### src/clock_bank_pkg.sv
// Shared constants, types and select decoders for the clock bank control
package clock_bank_pkg;

  // Three-level strap code; an open pin reads as the middle level
  typedef logic [1:0] tri_t;
  localparam tri_t TRI_LOW = 2'h0;
  localparam tri_t TRI_MID = 2'h1;
  localparam tri_t TRI_HIGH = 2'h2;

  localparam int BANKS = 4;
  localparam int OUTS_PER_BANK = 4;
  localparam int LOOP_OUTS = 2;
  localparam int DIVIDERS = 5;
  localparam int LOOP_IDX = 4;
  localparam int INV_BANK = 2;
  localparam int PERIOD_W = 10;
  localparam int OFFSET_W = 5;

  // Oscillator cycles per nominal output period, one cycle per time unit
  localparam logic [6:0] RANGE_N_LOW = 7'h40;
  localparam logic [6:0] RANGE_N_MID = 7'h20;
  localparam logic [6:0] RANGE_N_HIGH = 7'h10;

  // Divide ratios for select indices LL..HH
  localparam logic [8:0][3:0] DIV_TABLE = {
    4'hC, 4'hA, 4'h8, 4'h6, 4'h5, 4'h4, 4'h3, 4'h2, 4'h1};

  localparam logic [3:0] IDX_CENTER = 4'h4;
  localparam logic [3:0] IDX_COPY1 = 4'h3;
  localparam logic [3:0] IDX_COPY2 = 4'h5;
  localparam logic signed [OFFSET_W-1:0] LOOP_STEP = 5'sh04;
  localparam logic signed [OFFSET_W-1:0] FAR_BASE = 5'sh08;
  localparam logic signed [OFFSET_W-1:0] FAR_SPAN = 5'sh02;

  // Lock detection timing
  localparam int CLK_PERIOD_NS = 20;
  localparam int LOCK_WINDOW_NS = 40;
  localparam int LOCK_WINDOW_CYC_I = (LOCK_WINDOW_NS / CLK_PERIOD_NS) < 1 ? 1 :
                                     (LOCK_WINDOW_NS / CLK_PERIOD_NS);
  localparam logic [PERIOD_W-1:0] LOCK_WINDOW_CYC = PERIOD_W'(LOCK_WINDOW_CYC_I);
  localparam logic [4:0] LOCK_COUNT = 5'h10;
  localparam logic [11:0] REF_TIMEOUT_CYC = 12'h800;

  // Values after reset
  localparam logic RST_LOW = 1'h0;
  localparam logic RST_OE_N = 1'h1;

  function automatic logic [1:0] tri_level(input tri_t v);
    return (v == TRI_LOW) ? 2'h0 : ((v == TRI_HIGH) ? 2'h2 : 2'h1);
  endfunction

  function automatic logic [3:0] sel_index(input tri_t hi, input tri_t lo);
    logic [3:0] h;
    h = {2'h0, tri_level(hi)};
    return (h << 1) + h + {2'h0, tri_level(lo)};
  endfunction

  function automatic logic [6:0] range_factor(input tri_t v);
    logic [1:0] l;
    l = tri_level(v);
    return (l == 2'h0) ? RANGE_N_LOW : ((l == 2'h2) ? RANGE_N_HIGH : RANGE_N_MID);
  endfunction

endpackage

### src/phase_divider.sv
// Divided, phase-shifted clock generator counting oscillator cycles
`timescale 1ns/10ps
`default_nettype none
module phase_divider
  import clock_bank_pkg::*;
(
  input wire logic clk_in,
  input wire logic nrst_in,
  input wire logic restart_in,
  input wire logic [PERIOD_W-1:0] period_in,
  input wire logic signed [OFFSET_W-1:0] offset_in,
  output logic clk_out
);
  logic [PERIOD_W-1:0] count;
  logic [PERIOD_W:0] shifted;
  logic [PERIOD_W:0] wrapped;

  always_ff @(posedge clk_in or negedge nrst_in) begin
    if (!nrst_in) begin
      count <= '0;
    end else if (restart_in || count >= period_in - PERIOD_W'(1)) begin
      count <= '0;
    end else begin
      count <= count + PERIOD_W'(1);
    end
  end

  // A later phase samples an earlier count; offsets never exceed one period
  always_comb begin
    shifted = {1'h0, count} - (PERIOD_W+1)'(offset_in);
    if (shifted[PERIOD_W]) begin
      wrapped = shifted + {1'h0, period_in};
    end else if (shifted >= {1'h0, period_in}) begin
      wrapped = shifted - {1'h0, period_in};
    end else begin
      wrapped = shifted;
    end
  end

  // Every period is even, so the high half is exact
  always_ff @(posedge clk_in or negedge nrst_in) begin
    if (!nrst_in) begin
      clk_out <= RST_LOW;
    end else begin
      clk_out <= wrapped < {2'h0, period_in[PERIOD_W-1:1]};
    end
  end
endmodule
`default_nettype wire

### src/loop_phase_detector.sv
// Phase-frequency detector and lock qualifier for reference and feedback
`timescale 1ns/10ps
`default_nettype none
module loop_phase_detector
  import clock_bank_pkg::*;
(
  input wire logic clk_in,
  input wire logic nrst_in,
  input wire logic ref_in,
  input wire logic fb_in,
  input wire logic restart_in,
  output logic osc_up_out,
  output logic osc_down_out,
  output logic locked_out
);
  logic ref_prev;
  logic fb_prev;
  logic ref_rise;
  logic fb_rise;
  logic next_up;
  logic next_down;
  logic both;
  logic [PERIOD_W-1:0] skew;
  logic [4:0] match;
  logic [11:0] idle;

  assign ref_rise = ref_in && !ref_prev;
  assign fb_rise = fb_in && !fb_prev;
  assign next_up = osc_up_out || ref_rise;
  assign next_down = osc_down_out || fb_rise;
  assign both = next_up && next_down;

  always_ff @(posedge clk_in or negedge nrst_in) begin
    if (!nrst_in) begin
      ref_prev <= RST_LOW;
      fb_prev <= RST_LOW;
    end else begin
      ref_prev <= ref_in;
      fb_prev <= fb_in;
    end
  end

  // Late feedback asks for a faster oscillator, early feedback a slower one
  always_ff @(posedge clk_in or negedge nrst_in) begin
    if (!nrst_in) begin
      osc_up_out <= RST_LOW;
      osc_down_out <= RST_LOW;
    end else if (restart_in || both) begin
      osc_up_out <= RST_LOW;
      osc_down_out <= RST_LOW;
    end else begin
      osc_up_out <= next_up;
      osc_down_out <= next_down;
    end
  end

  always_ff @(posedge clk_in or negedge nrst_in) begin
    if (!nrst_in) begin
      skew <= '0;
    end else if (restart_in || both || !(next_up || next_down)) begin
      skew <= '0;
    end else if (skew != '1) begin
      skew <= skew + PERIOD_W'(1);
    end
  end

  always_ff @(posedge clk_in or negedge nrst_in) begin
    if (!nrst_in) begin
      idle <= '0;
    end else if (restart_in || ref_rise) begin
      idle <= '0;
    end else if (idle != REF_TIMEOUT_CYC) begin
      idle <= idle + 12'h001;
    end
  end

  // A lost reference or one wide skew restarts the qualification
  always_ff @(posedge clk_in or negedge nrst_in) begin
    if (!nrst_in) begin
      match <= '0;
    end else if (restart_in || idle == REF_TIMEOUT_CYC) begin
      match <= '0;
    end else if (both) begin
      if (skew > LOCK_WINDOW_CYC) begin
        match <= '0;
      end else if (match != LOCK_COUNT) begin
        match <= match + 5'h01;
      end
    end
  end

  always_ff @(posedge clk_in or negedge nrst_in) begin
    if (!nrst_in) begin
      locked_out <= RST_LOW;
    end else begin
      locked_out <= (match == LOCK_COUNT) && !restart_in && idle != REF_TIMEOUT_CYC;
    end
  end
endmodule
`default_nettype wire

### src/multiphase_clock_bank_ctrl.sv
// Control logic of a four-bank multiphase clock buffer with feedback bank
//
// Contract
// Feedback bank divide ratio comes from its two three-level divide selects.
// Feedback disable high puts both feedback outputs in the chosen off state.
// Feedback disable low lets both feedback outputs drive their clock.
// Unconnected disable pins read low, so banks default to enabled.
// A bank disable high puts that bank's outputs in the chosen off state.
// A bank disable low lets all four bank outputs drive their clocks.
// Each bank's phase offset comes from its own two phase selects.
// Each bank's divide ratio comes from its own two divide selects.
// Bank 3 polarity low inverts the second output of each pair only.
// Bank 3 polarity high inverts all four bank 3 outputs.
// Bank 3 polarity middle leaves all four bank 3 outputs non-inverted.
// Lock flag is high when locked and low while acquiring.
// Off-state select high sends disabled outputs to high impedance.
// Off-state select low sends disabled outputs to hold-off.
// Off-state select middle enters the factory test mode.
// Feedback bank has many divide ratios but only three phase offsets.
// The board routes one feedback output back to the selected feedback input.
// Selected reference and feedback are compared to steer the oscillator.
// Reference may switch live; periods never shorten while relocking.
// Three-level selects read high, low, or middle when open.
// Divide select pairs map LL..HH to 1,2,3,4,5,6,8,10,12.
// Offsets: banks 1-2 -4..+4, banks 3-4 far or copy, feedback -4,0,+4.
// Time unit is one over nominal frequency times range factor N.
// Hold-off finishes the current cycle then holds low, never a runt.
// All outputs derive from one oscillator clock with fixed edge relation.
`timescale 1ns/10ps
`default_nettype none
module multiphase_clock_bank_ctrl
  import clock_bank_pkg::*;
(
  input wire logic clk_in,
  input wire logic nrst_in,
  input wire logic ref_a_in,
  input wire logic ref_b_in,
  input wire logic ref_sel_in,
  input wire logic fb_a_in,
  input wire logic fb_b_in,
  input wire logic fb_sel_in,
  input wire tri_t range_sel_in,
  input wire tri_t off_state_sel_in,
  input wire tri_t [1:0] feedback_divide_sel_in,
  input wire tri_t loop_phase_sel_in,
  input wire logic feedback_bank_off_in,
  input wire tri_t [BANKS-1:0][1:0] bank_divide_sel_in,
  input wire tri_t [BANKS-1:0][1:0] bank_phase_sel_in,
  input wire logic [BANKS-1:0] bank_off_in,
  input wire tri_t bank3_polarity_sel_in,
  output logic [BANKS*OUTS_PER_BANK-1:0] bank_clk_out,
  output logic [BANKS*OUTS_PER_BANK-1:0] bank_clk_oe_n_out,
  output logic [LOOP_OUTS-1:0] loop_out_pair_out,
  output logic [LOOP_OUTS-1:0] loop_out_oe_n_out,
  output logic lock_out,
  output logic osc_up_out,
  output logic osc_down_out,
  output logic test_mode_out
);
  logic [PERIOD_W-1:0] period [DIVIDERS];
  logic [PERIOD_W-1:0] next_period [DIVIDERS];
  logic signed [OFFSET_W-1:0] offset [DIVIDERS];
  logic signed [OFFSET_W-1:0] next_offset [DIVIDERS];
  logic [DIVIDERS-1:0] div_clk;
  logic [DIVIDERS-1:0] gate;
  logic [DIVIDERS-1:0] off_req;
  logic gate_inv;
  logic restart;
  logic next_restart;
  logic ref_sel_prev;
  logic ref_switch;
  logic ref_mux;
  logic fb_mux;
  logic locked;
  logic [6:0] range_n;
  logic [1:0] mode_level;
  logic [1:0] pol_level;
  logic [BANKS*OUTS_PER_BANK-1:0] next_bank_clk;
  logic [BANKS*OUTS_PER_BANK-1:0] next_bank_oe_n;
  logic [LOOP_OUTS-1:0] next_loop_clk;
  logic [LOOP_OUTS-1:0] next_loop_oe_n;

  // Offset of a near bank: select index 0..8 gives -4..+4 units
  function automatic logic signed [OFFSET_W-1:0] near_offset(input logic [3:0] idx);
    return $signed({1'h0, idx}) - $signed({1'h0, IDX_CENTER});
  endfunction

  // Offset of a far bank; the two copy codes are resolved by the caller
  function automatic logic signed [OFFSET_W-1:0] far_offset(input logic [3:0] idx);
    logic signed [OFFSET_W-1:0] step;
    step = $signed({1'h0, idx % 4'h3});
    if (idx == IDX_CENTER) begin
      return '0;
    end else if (idx < IDX_COPY1) begin
      return step - FAR_BASE;
    end else begin
      return FAR_BASE - FAR_SPAN + step;
    end
  endfunction

  function automatic logic [PERIOD_W-1:0] period_of(input tri_t hi, input tri_t lo,
                                                   input logic [6:0] n);
    return PERIOD_W'(n) * PERIOD_W'(DIV_TABLE[sel_index(hi, lo)]);
  endfunction

  assign range_n = range_factor(range_sel_in);
  assign mode_level = tri_level(off_state_sel_in);
  assign pol_level = tri_level(bank3_polarity_sel_in);

  // Configuration decode for the four output banks and the feedback bank
  always_comb begin
    for (int b = 0; b < BANKS; b++) begin
      next_period[b] = period_of(bank_divide_sel_in[b][1], bank_divide_sel_in[b][0],
                                 range_n);
    end
    next_period[LOOP_IDX] = period_of(feedback_divide_sel_in[1], feedback_divide_sel_in[0],
                                      range_n);
    for (int b = 0; b < 2; b++) begin
      next_offset[b] = near_offset(sel_index(bank_phase_sel_in[b][1],
                                             bank_phase_sel_in[b][0]));
    end
    for (int b = 2; b < BANKS; b++) begin
      unique case (sel_index(bank_phase_sel_in[b][1], bank_phase_sel_in[b][0]))
        IDX_COPY1: next_offset[b] = next_offset[0];
        IDX_COPY2: next_offset[b] = next_offset[1];
        default: next_offset[b] = far_offset(sel_index(bank_phase_sel_in[b][1],
                                                       bank_phase_sel_in[b][0]));
      endcase
    end
    unique case (tri_level(loop_phase_sel_in))
      2'h0: next_offset[LOOP_IDX] = -LOOP_STEP;
      2'h2: next_offset[LOOP_IDX] = LOOP_STEP;
      default: next_offset[LOOP_IDX] = '0;
    endcase
  end

  // A ratio change restarts every divider together, keeping edges aligned
  always_comb begin
    next_restart = 1'h0;
    for (int i = 0; i < DIVIDERS; i++) begin
      if (next_period[i] != period[i]) begin
        next_restart = 1'h1;
      end
    end
  end

  always_ff @(posedge clk_in or negedge nrst_in) begin
    if (!nrst_in) begin
      for (int i = 0; i < DIVIDERS; i++) begin
        period[i] <= '0;
        offset[i] <= '0;
      end
    end else begin
      for (int i = 0; i < DIVIDERS; i++) begin
        period[i] <= next_period[i];
        offset[i] <= next_offset[i];
      end
    end
  end

  always_ff @(posedge clk_in or negedge nrst_in) begin
    if (!nrst_in) begin
      restart <= 1'h1;
    end else begin
      restart <= next_restart;
    end
  end

  // Every divider counts the same oscillator clock
  generate
    for (genvar g = 0; g < DIVIDERS; g++) begin : gen_div
      phase_divider u_div (
        .clk_in(clk_in),
        .nrst_in(nrst_in),
        .restart_in(restart),
        .period_in(period[g]),
        .offset_in(offset[g]),
        .clk_out(div_clk[g])
      );
    end
  endgenerate

  // Pins carry pull-downs, so an open disable arrives here as low
  assign off_req = {feedback_bank_off_in, bank_off_in};

  // Enable changes only while the divided clock is low, so no runt appears
  generate
    for (genvar g = 0; g < DIVIDERS; g++) begin : gen_gate
      always_ff @(posedge clk_in or negedge nrst_in) begin
        if (!nrst_in) begin
          gate[g] <= RST_LOW;
        end else if (!div_clk[g]) begin
          gate[g] <= !off_req[g];
        end
      end
    end
  endgenerate

  // Inverted bank 3 outputs are low while the clock is high, so gate them there
  always_ff @(posedge clk_in or negedge nrst_in) begin
    if (!nrst_in) begin
      gate_inv <= RST_LOW;
    end else if (div_clk[INV_BANK]) begin
      gate_inv <= !off_req[INV_BANK];
    end
  end

  // Output pins: disabled outputs hold low, or float when high impedance is chosen
  always_comb begin
    logic inv;
    logic en;
    inv = 1'h0;
    en = 1'h0;
    for (int b = 0; b < BANKS; b++) begin
      for (int k = 0; k < OUTS_PER_BANK; k++) begin
        inv = 1'h0;
        if (b == INV_BANK) begin
          unique case (pol_level)
            2'h0: inv = k[0];
            2'h2: inv = 1'h1;
            default: inv = 1'h0;
          endcase
        end
        en = inv ? gate_inv : gate[b];
        next_bank_clk[b*OUTS_PER_BANK+k] = en && (div_clk[b] ^ inv);
        next_bank_oe_n[b*OUTS_PER_BANK+k] = !en && mode_level == 2'h2;
      end
    end
    for (int k = 0; k < LOOP_OUTS; k++) begin
      next_loop_clk[k] = gate[LOOP_IDX] && div_clk[LOOP_IDX];
      next_loop_oe_n[k] = !gate[LOOP_IDX] && mode_level == 2'h2;
    end
  end

  always_ff @(posedge clk_in or negedge nrst_in) begin
    if (!nrst_in) begin
      bank_clk_out <= '0;
      bank_clk_oe_n_out <= '1;
      loop_out_pair_out <= '0;
      loop_out_oe_n_out <= '1;
    end else begin
      bank_clk_out <= next_bank_clk;
      bank_clk_oe_n_out <= next_bank_oe_n;
      loop_out_pair_out <= next_loop_clk;
      loop_out_oe_n_out <= next_loop_oe_n;
    end
  end

  // Middle level on the off-state select is reserved for factory test
  always_ff @(posedge clk_in or negedge nrst_in) begin
    if (!nrst_in) begin
      test_mode_out <= RST_LOW;
    end else begin
      test_mode_out <= mode_level == 2'h1;
    end
  end

  // Input selection; the loop only closes once the board wires a feedback output back
  assign ref_mux = ref_sel_in ? ref_b_in : ref_a_in;
  assign fb_mux = fb_sel_in ? fb_b_in : fb_a_in;

  // Outputs keep counting the oscillator through a switch, so no period shortens
  always_ff @(posedge clk_in or negedge nrst_in) begin
    if (!nrst_in) begin
      ref_sel_prev <= RST_LOW;
    end else begin
      ref_sel_prev <= ref_sel_in;
    end
  end

  assign ref_switch = ref_sel_in != ref_sel_prev;

  loop_phase_detector u_detect (
    .clk_in(clk_in),
    .nrst_in(nrst_in),
    .ref_in(ref_mux),
    .fb_in(fb_mux),
    .restart_in(ref_switch),
    .osc_up_out(osc_up_out),
    .osc_down_out(osc_down_out),
    .locked_out(locked)
  );

  always_ff @(posedge clk_in or negedge nrst_in) begin
    if (!nrst_in) begin
      lock_out <= RST_LOW;
    end else begin
      lock_out <= locked && !ref_switch;
    end
  end
endmodule
`default_nettype wire

### config.mk
export PLATFORM = sky130hd
export DESIGN_NAME = multiphase_clock_bank_ctrl
export DESIGN_NICKNAME = d
export VERILOG_FILES = /design/src/clock_bank_pkg.sv /design/src/phase_divider.sv /design/src/loop_phase_detector.sv /design/src/multiphase_clock_bank_ctrl.sv
export SDC_FILE = /design/constraint.sdc
export NUM_CORES = 1
export LEC_CHECK = 0
export BUFFER_PORTS_ARGS = -buffer_cell sky130_fd_sc_hd__buf_2
export CORE_ASPECT_RATIO = 0.75
export CORE_MARGIN = 5
export CORE_UTILIZATION = 25
export CTS_CLUSTER_DIAMETER = 30
export DETAILED_ROUTE_END_ITERATION = 12
export GPL_ROUTABILITY_DRIVEN = 1
export SLEW_MARGIN = 20
export SYNTH_ARGS = -nofsm -noshare
export SYNTH_HDL_FRONTEND = slang
export SYNTH_SLANG_ARGS = --single-unit
export TNS_END_PERCENT = 20
### constraint.sdc
create_clock -name clk_in -period 6.16 [get_ports clk_in]
set_clock_uncertainty 0.1 [all_clocks]
set_input_delay 0 -clock clk_in [delete_from_list [all_inputs] [get_ports clk_in]]
set_output_delay 0 -clock clk_in [all_outputs]
set_load 0.02 [all_outputs]
## Word level (Yosys, flattened, before mapping)

Memory sizes are Yosys's and may differ from the RTL's.
Cells that the tools add are included.

| operators by class | value |
|---|---|
| divide/modulo/power cells | 2 |
| magnitude comparators | 23 |
| add/sub/neg operators | 52 |
| equality and inequality tests | 44 |
| multipliers | 5 |
| bitwise logic cells | 2 |
| reductions and logical operators | 76 |
| mux-type cells | 94 |

Operator list:

| kind | count |
|---|---|
| 11-bit 2-to-1 mux | 10 |
| 2-bit 2-to-1 mux | 44 |
| 10-bit 2-to-1 mux | 7 |
| 10-bit by 1-bit adder with 10-bit output (second input constant) | 6 |
| 11-bit by 10-bit adder with 11-bit output | 5 |
| 11-bit by 10-bit greater-or-equal comparator with 1-bit output | 5 |
| 11-bit by 9-bit less-than comparator with 1-bit output | 5 |
| 10-bit by 11-bit subtractor with 11-bit output | 5 |
| 11-bit by 10-bit subtractor with 11-bit output | 5 |
| 2-bit equality test (second input constant) | 26 |
| 10-bit greater-or-equal comparator | 5 |
| 2-bit zero test | 25 |
| 7-bit by 4-bit multiplier with 10-bit output | 5 |
| 10-bit inequality test | 5 |
| 10-bit by 1-bit subtractor with 10-bit output (second input constant) | 5 |
| 5-bit 2-to-1 mux | 8 |
| 3-bit by 2-bit adder with 4-bit output | 9 |
| 4-bit by 2-bit adder with 4-bit output | 9 |
| 5-bit one-hot mux with 2 select lines | 3 |
| 4-bit by 5-bit less-than comparator with 1-bit output (second input constant) | 5 |
| 12-bit 2-to-1 mux | 2 |
| 4-bit 2-to-1 mux | 5 |
| 1-bit logical AND | 18 |
| 4-bit by 3-bit equality test with 1-bit output (second input constant) | 4 |
| other kinds (26) | 72 |

| storage, ports and cells | value |
|---|---|
| bits of input ports | 57 |
| logic and storage cells | 345 |
| memories | 5 |
| register bits | 200 |
| bits in read-only memories | 320 |
| output and inout bits | 40 |

Memories:

| name | words | bits a word | rd ports | clocked after Yosys merged registers in | wr ports | line | RTL |
|---|---|---|---|---|---|---|---|
| (name not given) | 16 | 4 | 1 | 0 | 0 | multiphase_clock_bank_ctrl.sv:103 | `return PERIOD_W'(n) * PERIOD_W'(DIV_TABLE[sel_index(hi, lo)]);` |
| (name not given) | 16 | 4 | 1 | 0 | 0 | multiphase_clock_bank_ctrl.sv:103 |  |
| (name not given) | 16 | 4 | 1 | 0 | 0 | multiphase_clock_bank_ctrl.sv:103 |  |
| (name not given) | 16 | 4 | 1 | 0 | 0 | multiphase_clock_bank_ctrl.sv:103 |  |
| (name not given) | 16 | 4 | 1 | 0 | 0 | multiphase_clock_bank_ctrl.sv:103 |  |

## Longest topological paths before layout

Gate-level depths: netlist of run 1.

| logic depth | value |
|---|---|
| depth after elaboration | 14 |
| gate-level depth with buffers | 25 |

## Modules after synthesis

A second synthesis of run 1 with hierarchy kept.

| unflattened totals | value |
|---|---|
| cell total of the unflattened synthesis | 2376 |
| area, all modules | 20251.9 um^2 |

By module, submodules not included:

| module | area each (um^2) | instances | cells an instance | seq. area each (um^2) |
|---|---|---|---|---|
| multiphase_clock_bank_ctrl | 5407.7 | 1 | 538 | 1860.5 |
| phase_divider at gen_div[0].u_div ... | 2600.0 | 2 | 320 | 275.3 |
| phase_divider at gen_div[2].u_div | 2772.7 | 1 | 364 | 275.3 |
| phase_divider at gen_div[1].u_div | 2593.7 | 1 | 332 | 275.3 |
| phase_divider at gen_div[4].u_div | 2587.5 | 1 | 329 | 275.3 |
| loop_phase_detector | 1690.4 | 1 | 173 | 800.8 |

## Worst setup path before layout of run 1

No wires, ideal clock.

| path | value |
|---|---|
| path type | register -> register |
| start point | reg gen_div[0].u_div.count[0] |
| end point | reg gen_div[0].u_div.clk_out |
| arrival time | 4.525 ns |
| period minus slack after synthesis | 4.725 ns |
| stages on the path, launching flop included | 24 |
| path slack | 1.435 ns |
| buffers on the path | 1 |
| path through | dfrtp_1 -> inv_1 -> ha_1 -> inv_1 -> fa_1 -> a211oi_1 -> o21bai_1 -> o22a_1 -> xor2_1 -> ha_1 -> clkbuf_1 -> a21o_1 -> a31o_2 -> a221o_1 -> nand2b_1 -> mux2i_1 -> ha_1 -> o21a_1 -> o21a_1 -> o21a_1 -> o21a_1 -> o21ai_0 -> nand2b_1 -> a311oi_1 |

| on the way | value |
|---|---|
| word-level cells in the longest chain between the ends | 5 |
| elaborated cells between the ends (all ways) | 7 |
| those cells by class | 3 x add/sub; 2 x order compare; 2 x mux |

Ends and longest elaborated chain:

| element | line | RTL |
|---|---|---|
| start: declaration | phase_divider.sv:14 | `logic [PERIOD_W-1:0] count;` |
| start signal: assignment | phase_divider.sv:24 | `count <= count + PERIOD_W'(1);` |
| 10-bit by 11-bit subtractor with 11-bit output * | phase_divider.sv:30 | `shifted = {1'h0, count} - (PERIOD_W+1)'(offset_in);` |
| 11-bit by 10-bit subtractor with 11-bit output / 11-bit by 10-bit greater-or-equal comparator with 1-bit output (equally long branches) | phase_divider.sv:34, phase_divider.sv:33 |  |
| 11-bit 2-to-1 mux | phase_divider.sv:33 | `end else if (shifted >= {1'h0, period_in}) begin` |
| 11-bit 2-to-1 mux * | phase_divider.sv:31 | `if (shifted[PERIOD_W]) begin` |
| 11-bit by 9-bit less-than comparator with 1-bit output * | phase_divider.sv:45 | `clk_out <= wrapped < {2'h0, period_in[PERIOD_W-1:1]};` |
| end signal: assignment | phase_divider.sv:45 |  |
| end: declaration | phase_divider.sv:12 | `output logic clk_out` |

Every way passes the cells marked *; elsewhere a longest branch is shown, timed or not.
A chain may end at the register's enable or synchronous reset.

## Final worst setup path of run 1

Ends and elaborated chain as after synthesis.

==> flow_metrics.env, run 1 <==
export IMPL_arrival_ps=5540
export IMPL_initial_core_util_pct=25.09
export IMPL_synth_top_area_share_pct=24.28
export IMPL_synth_edf_count=0
export IMPL_synth_commonest_cells="ha_1, nor2_1, inv_1"
export IMPL_power_density_mw_per_mm2=250.5
export IMPL_fin_crit_sh_pct=86.08
export IMPL_yosys_area_top_type="dfrtp_1"
export IMPL_synth_xor_xnor_area_share_pct=9.317
export IMPL_setup_violations=0
export IMPL_p_leak_nw=8.666
export IMPL_crit_type="flip-flop to flip-flop"
export IMPL_drc=0
export IMPL_rows=80
export IMPL_syn_area_per_cell_um2=8.858
export IMPL_start_kind="flip-flop"
export IMPL_numCtsBuffers=17
export IMPL_slew_viol_final=0
export IMPL_die_h_um=228.2
export IMPL_worstMarginPinSlew_ps=1017
export IMPL_async_flop_share_pct=100.0
export IMPL_place_congestion=0.8366
export IMPL_grt_first_pass_wirelength_mm=62.62
export IMPL_drt_initial_drc_count=654
export IMPL_ys_warn_count=0
export IMPL_antenna_found_initial=1
export IMPL_syn_nets=2153
export IMPL_nNetsFinal=2242
export IMPL_synth_fa_ha_area_share_pct=25.33
export IMPL_ys_types=79
export IMPL_dpl_cell_count=2687
export IMPL_cts_sinks=161
export IMPL_setup_tns_ps=0
export IMPL_fmax_ghz=0.1886
export IMPL_wl_mm=37.69
export IMPL_vias=12600
export IMPL_vdd_ir_drop_max_v=0.0001728
export IMPL_synth_area_top_cells="dfrtp_1, ha_1, xnor2_1, nor2_1, inv_1"
export IMPL_clockRootBuffer="clkbuf_16"
export IMPL_core_mm2=0.06326
export IMPL_synth_seq_area_share_pct=25.44
export IMPL_grt_pass1_vias=12510
export IMPL_die_area_mm2=0.06869
export IMPL_synth_top_family_by_area="adder cells"
export IMPL_min_path_type="input port to flip-flop"
export IMPL_cp_max_fo=8
export IMPL_rsz0062_at_grt="false"
export IMPL_cts_reportedPaths_clkPinSlew_ps=60
export IMPL_area_delta_synth_final_pct=13.87
export IMPL_critPathRequiredTime_ps=6400
export IMPL_viasPerCell=4.571
export IMPL_ant_nets=0
export IMPL_insertion_delay_ps=450
export IMPL_ys_flop_type="dfrtp_1"
export IMPL_grt_start_max_net_pins=75
export IMPL_grt_util_all_layers_pct=11.00
export IMPL_synth_seq_cells=161
export IMPL_holdWs_ps=45.27
export IMPL_cts_path_max_buffers=2
export IMPL_num_fill_cells=6704
export IMPL_yosys_area_share_simple_pct=17.88
export IMPL_cts_tree="done"
export IMPL_die_w_um=301.0
export IMPL_status="finished, final reports clean"
export IMPL_critPathCaptureType="flip-flop"
export IMPL_drive_above_1_share_pct=9.715
export IMPL_max_cap_violations=0
export IMPL_port_buffers=96
export IMPL_synth_compound_area_share_pct=14.53
export IMPL_timing_hold_violations_final=0
export IMPL_synth_most_common_cell="ha_1"
export IMPL_htreeDepth=4
export IMPL_multiInputGateArea_mm2=0.01084
export IMPL_cts_setup_buffers=0
export IMPL_syn_inst=1792
export IMPL_synthesis_area_mm2=0.01587
export IMPL_grt_remaining_overflow=0
export IMPL_relSlewSlack_pct=31.76
export IMPL_stdcell_count=2756
export IMPL_layout_min_cycle_time_ps=5302
export IMPL_routedWlPerCell_um=13.68
export IMPL_synthMuxAreaShare_pct=1.222
export IMPL_regArea_mm2=0.004038
export IMPL_dpl_hpwl_mm=30.42
export IMPL_ios=97
export IMPL_dr_pass1_iters=6
## logic make-up (layout without fill, tap and decap cells)
logic type,after synthesis,in the layout
flip-flops,161,161
multiplexers,19,19
AND/OR/NAND/NOR,563,563
adder cells (fa/ha/maj),304,304
other,0,1
AO/OA/AOI/OAI,338,338
buffers and inverters,239,341
XOR/XNOR,168,168
## stage by stage
stage / area [um^2] / utilization, % / setup slack [ps] / power [mW]
detailed placement: 17130 / 27.07 / 906.7 / 3.438
global placement: 17130 / 27.07 / 1040 / 3.391
CTS: 18070 / 28.57 / 868.7 / 4.581
floorplan: 15870 / - / 1435 / 2.920
finish: 18080 / 28.57 / 857.7 / 4.528
global route: 18070 / 28.57 / 403.8 / 4.919
## worst paths after layout
kind | cells past startpoint | slack (ps) | to | startpoint
worst max-delay path | 23 | 860 | gen_div[0].u_div.clk_out | gen_div[0].u_div.count[0]
worst min-delay path | 3 | 50 | offset[19] | bank_phase_sel_in[5]
worst max register to register | 23 | 860 | gen_div[0].u_div.clk_out | gen_div[0].u_div.count[0]
worst min register to register | 1 | 290 | bank_clk_oe_n_out[12] | gate[3]
max in group asynchronous | 3 | 4830 | offset[11] | nrst_in
min in group asynchronous | 2 | 70 | bank_clk_out[10] | nrst_in
## where the power goes
group,switching [mW],internal (mW)
Combinational,1.23,0.927
Clock,0.476,0.603
Sequential,0.122,1.17
## layout by cell type, fill, tap and decap left out, types with 38 or more instances in the layout
cell type | Yosys | final
ha_1 | 275 | 275
nor2_1 | 192 | 192
inv_1 | 171 | 171
dfrtp_1 | 154 | 154
xnor2_1 | 111 | 111
buf_2 | 1 | 95
a21oi_1 | 76 | 76
o21ai_0 | 70 | 70
nand2_1 | 70 | 70
xor2_1 | 56 | 56
nand3_1 | 44 | 44
nor2b_1 | 38 | 38
## flip-flops by register name, indices dropped and copies added, names as in the netlist, 10 cells and up
signal               flops
gen_div.u_div.count     50
offset                  22
period                  30
u_detect.idle           12
u_detect.skew           10
## per-layer routing
layer  global-route usage (%)  part of all wire [%]
met5                        0                     0
met4                    2.701                   1.3
met3                    2.186                   4.1
met2                    16.88                    43
met1                    15.88                    52
## area by class of cell
type                            instances  area share (%)
Multi-Input combinational cell       1392           59.97
Sequential cell                       161           22.34
Tap cell                              861           5.960
Timing Repair Buffer                  137           4.894
Inverter                              172           3.572
Clock buffer                           18           2.374
Clock inverter                         14          0.8791
Antenna cell                            1         0.01384
## critical path: stages (launching register included)
cell and delay (ps):
dfrtp_1 410, inv_1 70, ha_1 150, inv_1 50, fa_1 420, a211oi_1 270, o21bai_1 160, a21oi_1 210
xnor2_1 230, ha_1 390, a21oi_1 200, nand2_1 120, a31o_2 280, a221o_1 390, nand2b_1 240, mux2i_1 250
ha_1 270, o21a_1 100, o21a_1 160, o21a_1 160, o21a_1 150, o21ai_0 140, nand2b_1 70, a311oi_1 210
## what timing repair did
action                                 in CTS  in global routing
endpoints found under the hold margin     114                  0
gates resized for setup                     0                  0
hold buffers                               36                  0
Note: power is estimated with default switching activity, not from simulation.
==> inputs of run 2 (changes only) <==
--- a/config.mk
+++ b/config.mk
@@ -6,7 +6,7 @@
 export NUM_CORES = 1
 export LEC_CHECK = 0
 export BUFFER_PORTS_ARGS = -buffer_cell sky130_fd_sc_hd__buf_2
-export CORE_ASPECT_RATIO = 0.75
+export CORE_ASPECT_RATIO = 1.5
 export CORE_MARGIN = 5
 export CORE_UTILIZATION = 25
 export CTS_CLUSTER_DIAMETER = 30
==> run 2 against run 1 <==
- final cell count down 2.0%
- global-route usage fell by 0.069 points
- sequential power about the same
- critical endpoint is now gen_div[1].u_div.clk_out
- largest power group unchanged
- highest routed layer unchanged
==> flow_metrics.env, run 2 (same netlist as run 1, synthesis figures left out) <==
export IMPL_status="finished, final reports clean"
export IMPL_cts_path_max_buffers=2
export IMPL_die_h_um=318.6
export IMPL_cts_resized=0
export IMPL_viasPerCell=4.697
export IMPL_p_leak_nw=8.676
export IMPL_cts_reportedPaths_clkPinSlew_ps=70
export IMPL_dpl_hpwl_mm=31.23
export IMPL_grt_first_pass_wirelength_mm=62.75
export IMPL_numCtsBuffers=17
export IMPL_vdd_ir_drop_max_v=0.0001929
export IMPL_cts_setup_buffers=0
export IMPL_nNetsFinal=2240
export IMPL_largest_reg_flops=50
export IMPL_place_congestion=0.8282
export IMPL_cts_sinks=161
export IMPL_dr_pass1_iters=5
export IMPL_fin_area_mm2=0.01801
export IMPL_post_dp_cell_area_mm2=0.01705
export IMPL_grt_remaining_overflow=0
export IMPL_stdcell_count=2701
export IMPL_setup_tns_ps=0
export IMPL_final_cell_mix="ha_1, nor2_1, inv_1"
export IMPL_reg2reg_from="gen_div[1].u_div.count[0]"
export IMPL_holdPathStages=3
export IMPL_layout_min_cycle_time_ps=5246
export IMPL_power_density_mw_per_mm2=252.0
export IMPL_critPathCaptureType="flip-flop"
export IMPL_rows=113
export IMPL_max_cap_violations=0
export IMPL_reg2reg_slack_ps=910
export IMPL_cp_max_fo=9
export IMPL_timing_hold_violations_final=0
export IMPL_drc=0
export IMPL_routedWlPerCell_um=14.21
export IMPL_grt_pass1_vias=13210
export IMPL_worstMarginPinSlew_ps=1009
export IMPL_hold_end="offset[18]"
export IMPL_initial_core_util_pct=25.12
export IMPL_wl_mm=38.37
export IMPL_cts_tree="done"
export IMPL_arrival_ps=5470
export IMPL_layout_commonest_cell="ha_1"
export IMPL_slew_viol_final=0
export IMPL_critPathRequiredTime_ps=6390
export IMPL_setup_violations=0
export IMPL_core_mm2=0.06320
export IMPL_antenna_found_initial=4
export IMPL_drive_above_1_share_pct=9.725
export IMPL_min_path_type="input port to flip-flop"
export IMPL_grt_start_max_net_pins=92
export IMPL_die_w_um=215.7
export IMPL_area_delta_synth_final_pct=13.49
export IMPL_timing_rr_end="gen_div[1].u_div.clk_out"
export IMPL_die_area_mm2=0.06874
export IMPL_start_kind="flip-flop"
export IMPL_port_buffers=96
export IMPL_worstRegToRegCells=24
export IMPL_fmax_ghz=0.1906
export IMPL_p_total_mw=4.541
export IMPL_min_delay_start="bank_phase_sel_in[7]"
export IMPL_insertion_delay_ps=440
export IMPL_num_fill_cells=6592
export IMPL_top_regs="gen_div.u_div.count: 50 flops, period: 30 flops, offset: 22 flops"
export IMPL_grt_util_all_layers_pct=10.93
export IMPL_largest_register="gen_div.u_div.count"
export IMPL_clockRootBuffer="clkbuf_16"
export IMPL_vias=12690
export IMPL_drt_initial_drc_count=580
export IMPL_dpl_cell_count=2630
export IMPL_fin_crit_sh_pct=85.16
export IMPL_rsz0062_at_grt="false"
export IMPL_ant_nets=0
export IMPL_htreeDepth=4
export IMPL_ios=97
export IMPL_crit_type="flip-flop to flip-flop"
export IMPL_relSlewSlack_pct=32.34
run 2: changes by cell type in the layout (fill, tap and decap cells not counted), moves of 2 or more:
cell	previous run	this run
clkinvlp_4	4	1
diode_2	1	4
inv_8	1	4
clkinv_8	0	2
run 2: worst max-delay path by stage:
stage                                         start                        to  slack [ps]  cells after the start
after floorplan           gen_div[0].u_div.count[0]  gen_div[0].u_div.clk_out        1440                     23
after global placement    gen_div[2].u_div.count[0]  gen_div[2].u_div.clk_out        1020                     23
after detailed placement  gen_div[2].u_div.count[0]  gen_div[2].u_div.clk_out         970                     23
after CTS                 gen_div[0].u_div.count[0]  gen_div[0].u_div.clk_out         940                     23
after global routing      gen_div[0].u_div.count[0]  gen_div[0].u_div.clk_out         450                     23
final                     gen_div[1].u_div.count[0]  gen_div[1].u_div.clk_out         910                     24
run 2: through the flow:
| step | util (%) | hold slack, ps | setup slack [ps] |
|---|---|---|---|
| after floorplan | - | -395.6 | 1435 |
| after global placement | 26.97 | 20.00 | 1023 |
| after detailed placement | 26.97 | 20.17 | 972.9 |
| after CTS | 28.49 | 2.674 | 942.9 |
| after global routing | 28.49 | 8.092 | 447.8 |
| final | 28.50 | 4.743 | 914.1 |
run 2: power breakdown:
part / total [mW] / switching (mW) / internal, mW
Clock: 1.10 / 0.505 / 0.591
Combinational: 2.15 / 1.23 / 0.926
Sequential: 1.29 / 0.124 / 1.17
Total: 4.54 / 1.86 / 2.68
run 2: area by class of cell:
cell class	instances	area (um^2)	area share (%)
clock buffers	18	439.2	2.438
repair buffers	135	867.1	4.813
clock inverters	14	167.7	0.9307
multi-input cells	1392	10840	60.17
inverters	172	645.6	3.584
diodes	4	10.01	0.05556
flip-flops and latches	161	4038	22.41
well taps	805	1007	5.591
run 2: what timing repair did:
| action | in CTS | in global routing |
|---|---|---|
| endpoints found under the setup margin | 0 | 0 |
| endpoints found under the hold margin | 129 | 0 |
| hold buffers | 35 | 0 |
run 2: critical path, cell delays in order, from the launching register on:
cell and delay, ps:
dfrtp_1 410, inv_1 70, ha_1 150, inv_1 50, fa_1 430, a211oi_1 300, o21bai_1 140, a21oi_1 180
xnor2_1 220, ha_1 400, a21oi_1 220, nand2_1 120, a31o_2 290, a221o_1 340, nor2_1 290, nand2_1 80
o21ai_0 100, ha_1 260, o21a_1 100, o21a_1 160, o21ai_0 150, nand2b_1 70, a21oi_1 140, nor2b_1 70
a2111oi_2 280
run 2: layer usage:
layer	routed length, um	global-route usage [%]
met4	1875	5.763
met3	1355	1.816
met2	19580	20.40
met1	15560	11.67
met5	0	0
==> inputs of run 3 (changes only) <==
--- a/config.mk
+++ b/config.mk
@@ -12,6 +12,7 @@
 export CTS_CLUSTER_DIAMETER = 30
 export DETAILED_ROUTE_END_ITERATION = 12
 export GPL_ROUTABILITY_DRIVEN = 1
+export RECOVER_POWER = 25
 export SLEW_MARGIN = 20
 export SYNTH_ARGS = -nofsm -noshare
 export SYNTH_HDL_FRONTEND = slang
==> run 3 against run 2 <==
- the run now ends with capacitance limit, slew limit left
- die area unchanged
- first-iteration DRC count decreased by 5.0%
- via count increased by 0.17%
- global-route usage unchanged
- fmax decreased by 0.38%
- clock power about the same
- cell area about the same
- combinational power about the same
- final cell count unchanged
- clock-buffer cell count unchanged
- worst setup slack got worse by 20 ps
- highest routed layer unchanged
==> flow_metrics.env, run 3 (same netlist as run 1, synthesis figures left out) <==
export IMPL_largest_register="gen_div.u_div.count"
export IMPL_min_delay_start="bank_phase_sel_in[7]"
export IMPL_dpl_cell_count=2630
export IMPL_area_delta_synth_final_pct=13.43
export IMPL_worstRegToRegCells=24
export IMPL_final_cell_mix="ha_1, nor2_1, inv_1"
export IMPL_stdcell_count=2701
export IMPL_fin_crit_sh_pct=85.49
export IMPL_crit_type="flip-flop to flip-flop"
export IMPL_swShare_pct=40.93
export IMPL_reg2reg_slack_ps=890
export IMPL_timing_rr_end="gen_div[1].u_div.clk_out"
export IMPL_post_dp_cell_area_mm2=0.01705
export IMPL_grt_remaining_overflow=0
export IMPL_vdd_ir_drop_max_v=0.0001932
export IMPL_violations="capacitance limit, slew limit"
export IMPL_insertion_delay_ps=440
export IMPL_drive_above_1_share_pct=9.355
export IMPL_cts_sinks=161
export IMPL_layout_min_cycle_time_ps=5266
export IMPL_setup_tns_ps=0
export IMPL_place_congestion=0.8282
export IMPL_critPathRequiredTime_ps=6390
export IMPL_slew_viol_final=92
export IMPL_reg2reg_from="gen_div[1].u_div.count[0]"
export IMPL_dpl_hpwl_mm=31.23
export IMPL_die_h_um=318.6
export IMPL_power_internal_mw=2.683
export IMPL_holdPathStages=3
export IMPL_layout_commonest_cell="ha_1"
export IMPL_rows=113
export IMPL_ios=97
export IMPL_grt_first_pass_wirelength_mm=62.75
export IMPL_wl_mm=38.42
export IMPL_fmax_ghz=0.1899
export IMPL_core_mm2=0.06320
export IMPL_cts_tree="done"
export IMPL_p_leak_nw=8.651
export IMPL_antenna_found_initial=4
export IMPL_viasPerCell=4.705
export IMPL_grt_start_max_net_pins=92
export IMPL_drc=0
export IMPL_vias=12710
export IMPL_routedWlPerCell_um=14.22
export IMPL_min_path_type="input port to flip-flop"
export IMPL_numCtsBuffers=17
export IMPL_arrival_ps=5490
export IMPL_max_cap_violations=1
export IMPL_pwr_share_comb_pct=47.4
export IMPL_die_area_mm2=0.06874
export IMPL_p_sw_mw=1.859
export IMPL_cp_max_fo=9
export IMPL_nNetsFinal=2240
export IMPL_grt_pass1_vias=13210
export IMPL_hold_end="offset[18]"
export IMPL_rsz0062_at_grt="false"
export IMPL_ant_nets=0
export IMPL_power_frac_seq_pct=28.5
export IMPL_cts_reportedPaths_clkPinSlew_ps=70
export IMPL_start_kind="flip-flop"
export IMPL_fin_area_mm2=0.01801
export IMPL_critPathCaptureType="flip-flop"
export IMPL_die_w_um=215.7
export IMPL_drt_initial_drc_count=551
export IMPL_relSlewSlack_pct=-194.4
export IMPL_cts_path_max_buffers=2
export IMPL_setup_violations=0
export IMPL_grt_util_all_layers_pct=10.93
export IMPL_port_buffers=96
export IMPL_htreeDepth=4
export IMPL_top_regs="gen_div.u_div.count: 50 flops, period: 30 flops, offset: 22 flops"
export IMPL_status="complete, but fails checks"
export IMPL_worstMarginPinSlew_ps=4417
export IMPL_clockRootBuffer="clkbuf_16"
export IMPL_timing_hold_violations_final=0
export IMPL_power_frac_clock_pct=24.1
export IMPL_largest_reg_flops=50
export IMPL_dr_pass1_iters=5
export IMPL_final_util_pct=28.49
export IMPL_initial_core_util_pct=25.12
export IMPL_power_density_mw_per_mm2=252.3
-- run 3: layout make-up --
| type | instances | area (um^2) |
|---|---|---|
| inverters | 172 | 645.6 |
| repair buffers | 135 | 858.3 |
| fillers | 6598 | 45190 |
| clock inverters | 14 | 167.7 |
| flip-flops and latches | 161 | 4038 |
| diodes | 4 | 10.01 |
| multi-input cells | 1392 | 10840 |
| well taps | 805 | 1007 |
| clock buffers | 18 | 439.2 |
-- run 3: power groups by stage --
stage	clock network, mW	logic, mW	registers (mW)
global placement	0	2.08	1.31
CTS	1.14	2.17	1.30
global route	1.18	2.45	1.31
floorplan	0	1.64	1.28
finish	1.10	2.15	1.29
detailed placement	0	2.13	1.32
-- run 3: per-layer routing --
metal,share of wire [%],global-route usage [%],vias up
met1,41,11.67,6041
li1,-,-,6358
met3,3.6,1.816,81
met4,4.9,5.763,0
met5,0,0,-
met2,51,20.40,228
-- run 3: critical path, stage by stage (launching register included) --
cell	delay, ps
dfrtp_1	410
inv_1	70
ha_1	160
inv_1	50
fa_1	430
a211oi_1	310
o21bai_1	140
a21oi_1	180
xnor2_1	220
ha_1	400
a21oi_1	220
nand2_1	120
a31o_2	290
a221o_1	340
nor2_1	290
nand2_1	80
o21ai_0	100
ha_1	260
o21a_1	100
o21a_1	160
o21ai_0	150
nand2b_1	70
a21oi_1	140
nor2b_1	70
a2111oi_2	280
-- run 3: worst max-delay path by stage --
stage,startpoint,to,cells after the start,slack (ps)
6_report,gen_div[1].u_div.count[0],gen_div[1].u_div.clk_out,24,890
5_1_grt,gen_div[0].u_div.count[0],gen_div[0].u_div.clk_out,23,450
4_1_cts,gen_div[0].u_div.count[0],gen_div[0].u_div.clk_out,23,940
3_5_place_dp,gen_div[2].u_div.count[0],gen_div[2].u_div.clk_out,23,970
3_3_place_gp,gen_div[2].u_div.count[0],gen_div[2].u_div.clk_out,23,1020
2_1_floorplan,gen_div[0].u_div.count[0],gen_div[0].u_div.clk_out,23,1440
-- run 3: timing repair --
action                                 in CTS  in global routing
buffers inserted                            0                  0
resized for setup                           0                  0
hold buffers                               35                  0
endpoints found under the hold margin     129                  0
-- run 3: through the flow --
step,hold slack [ps],power [mW],worst slack (ps)
global placement,20.00,3.388,1023
global route,10.93,4.931,447.8
finish,10.14,4.543,894.0
CTS,2.674,4.606,942.9
detailed placement,20.17,3.448,972.9
floorplan,-395.6,2.920,1435
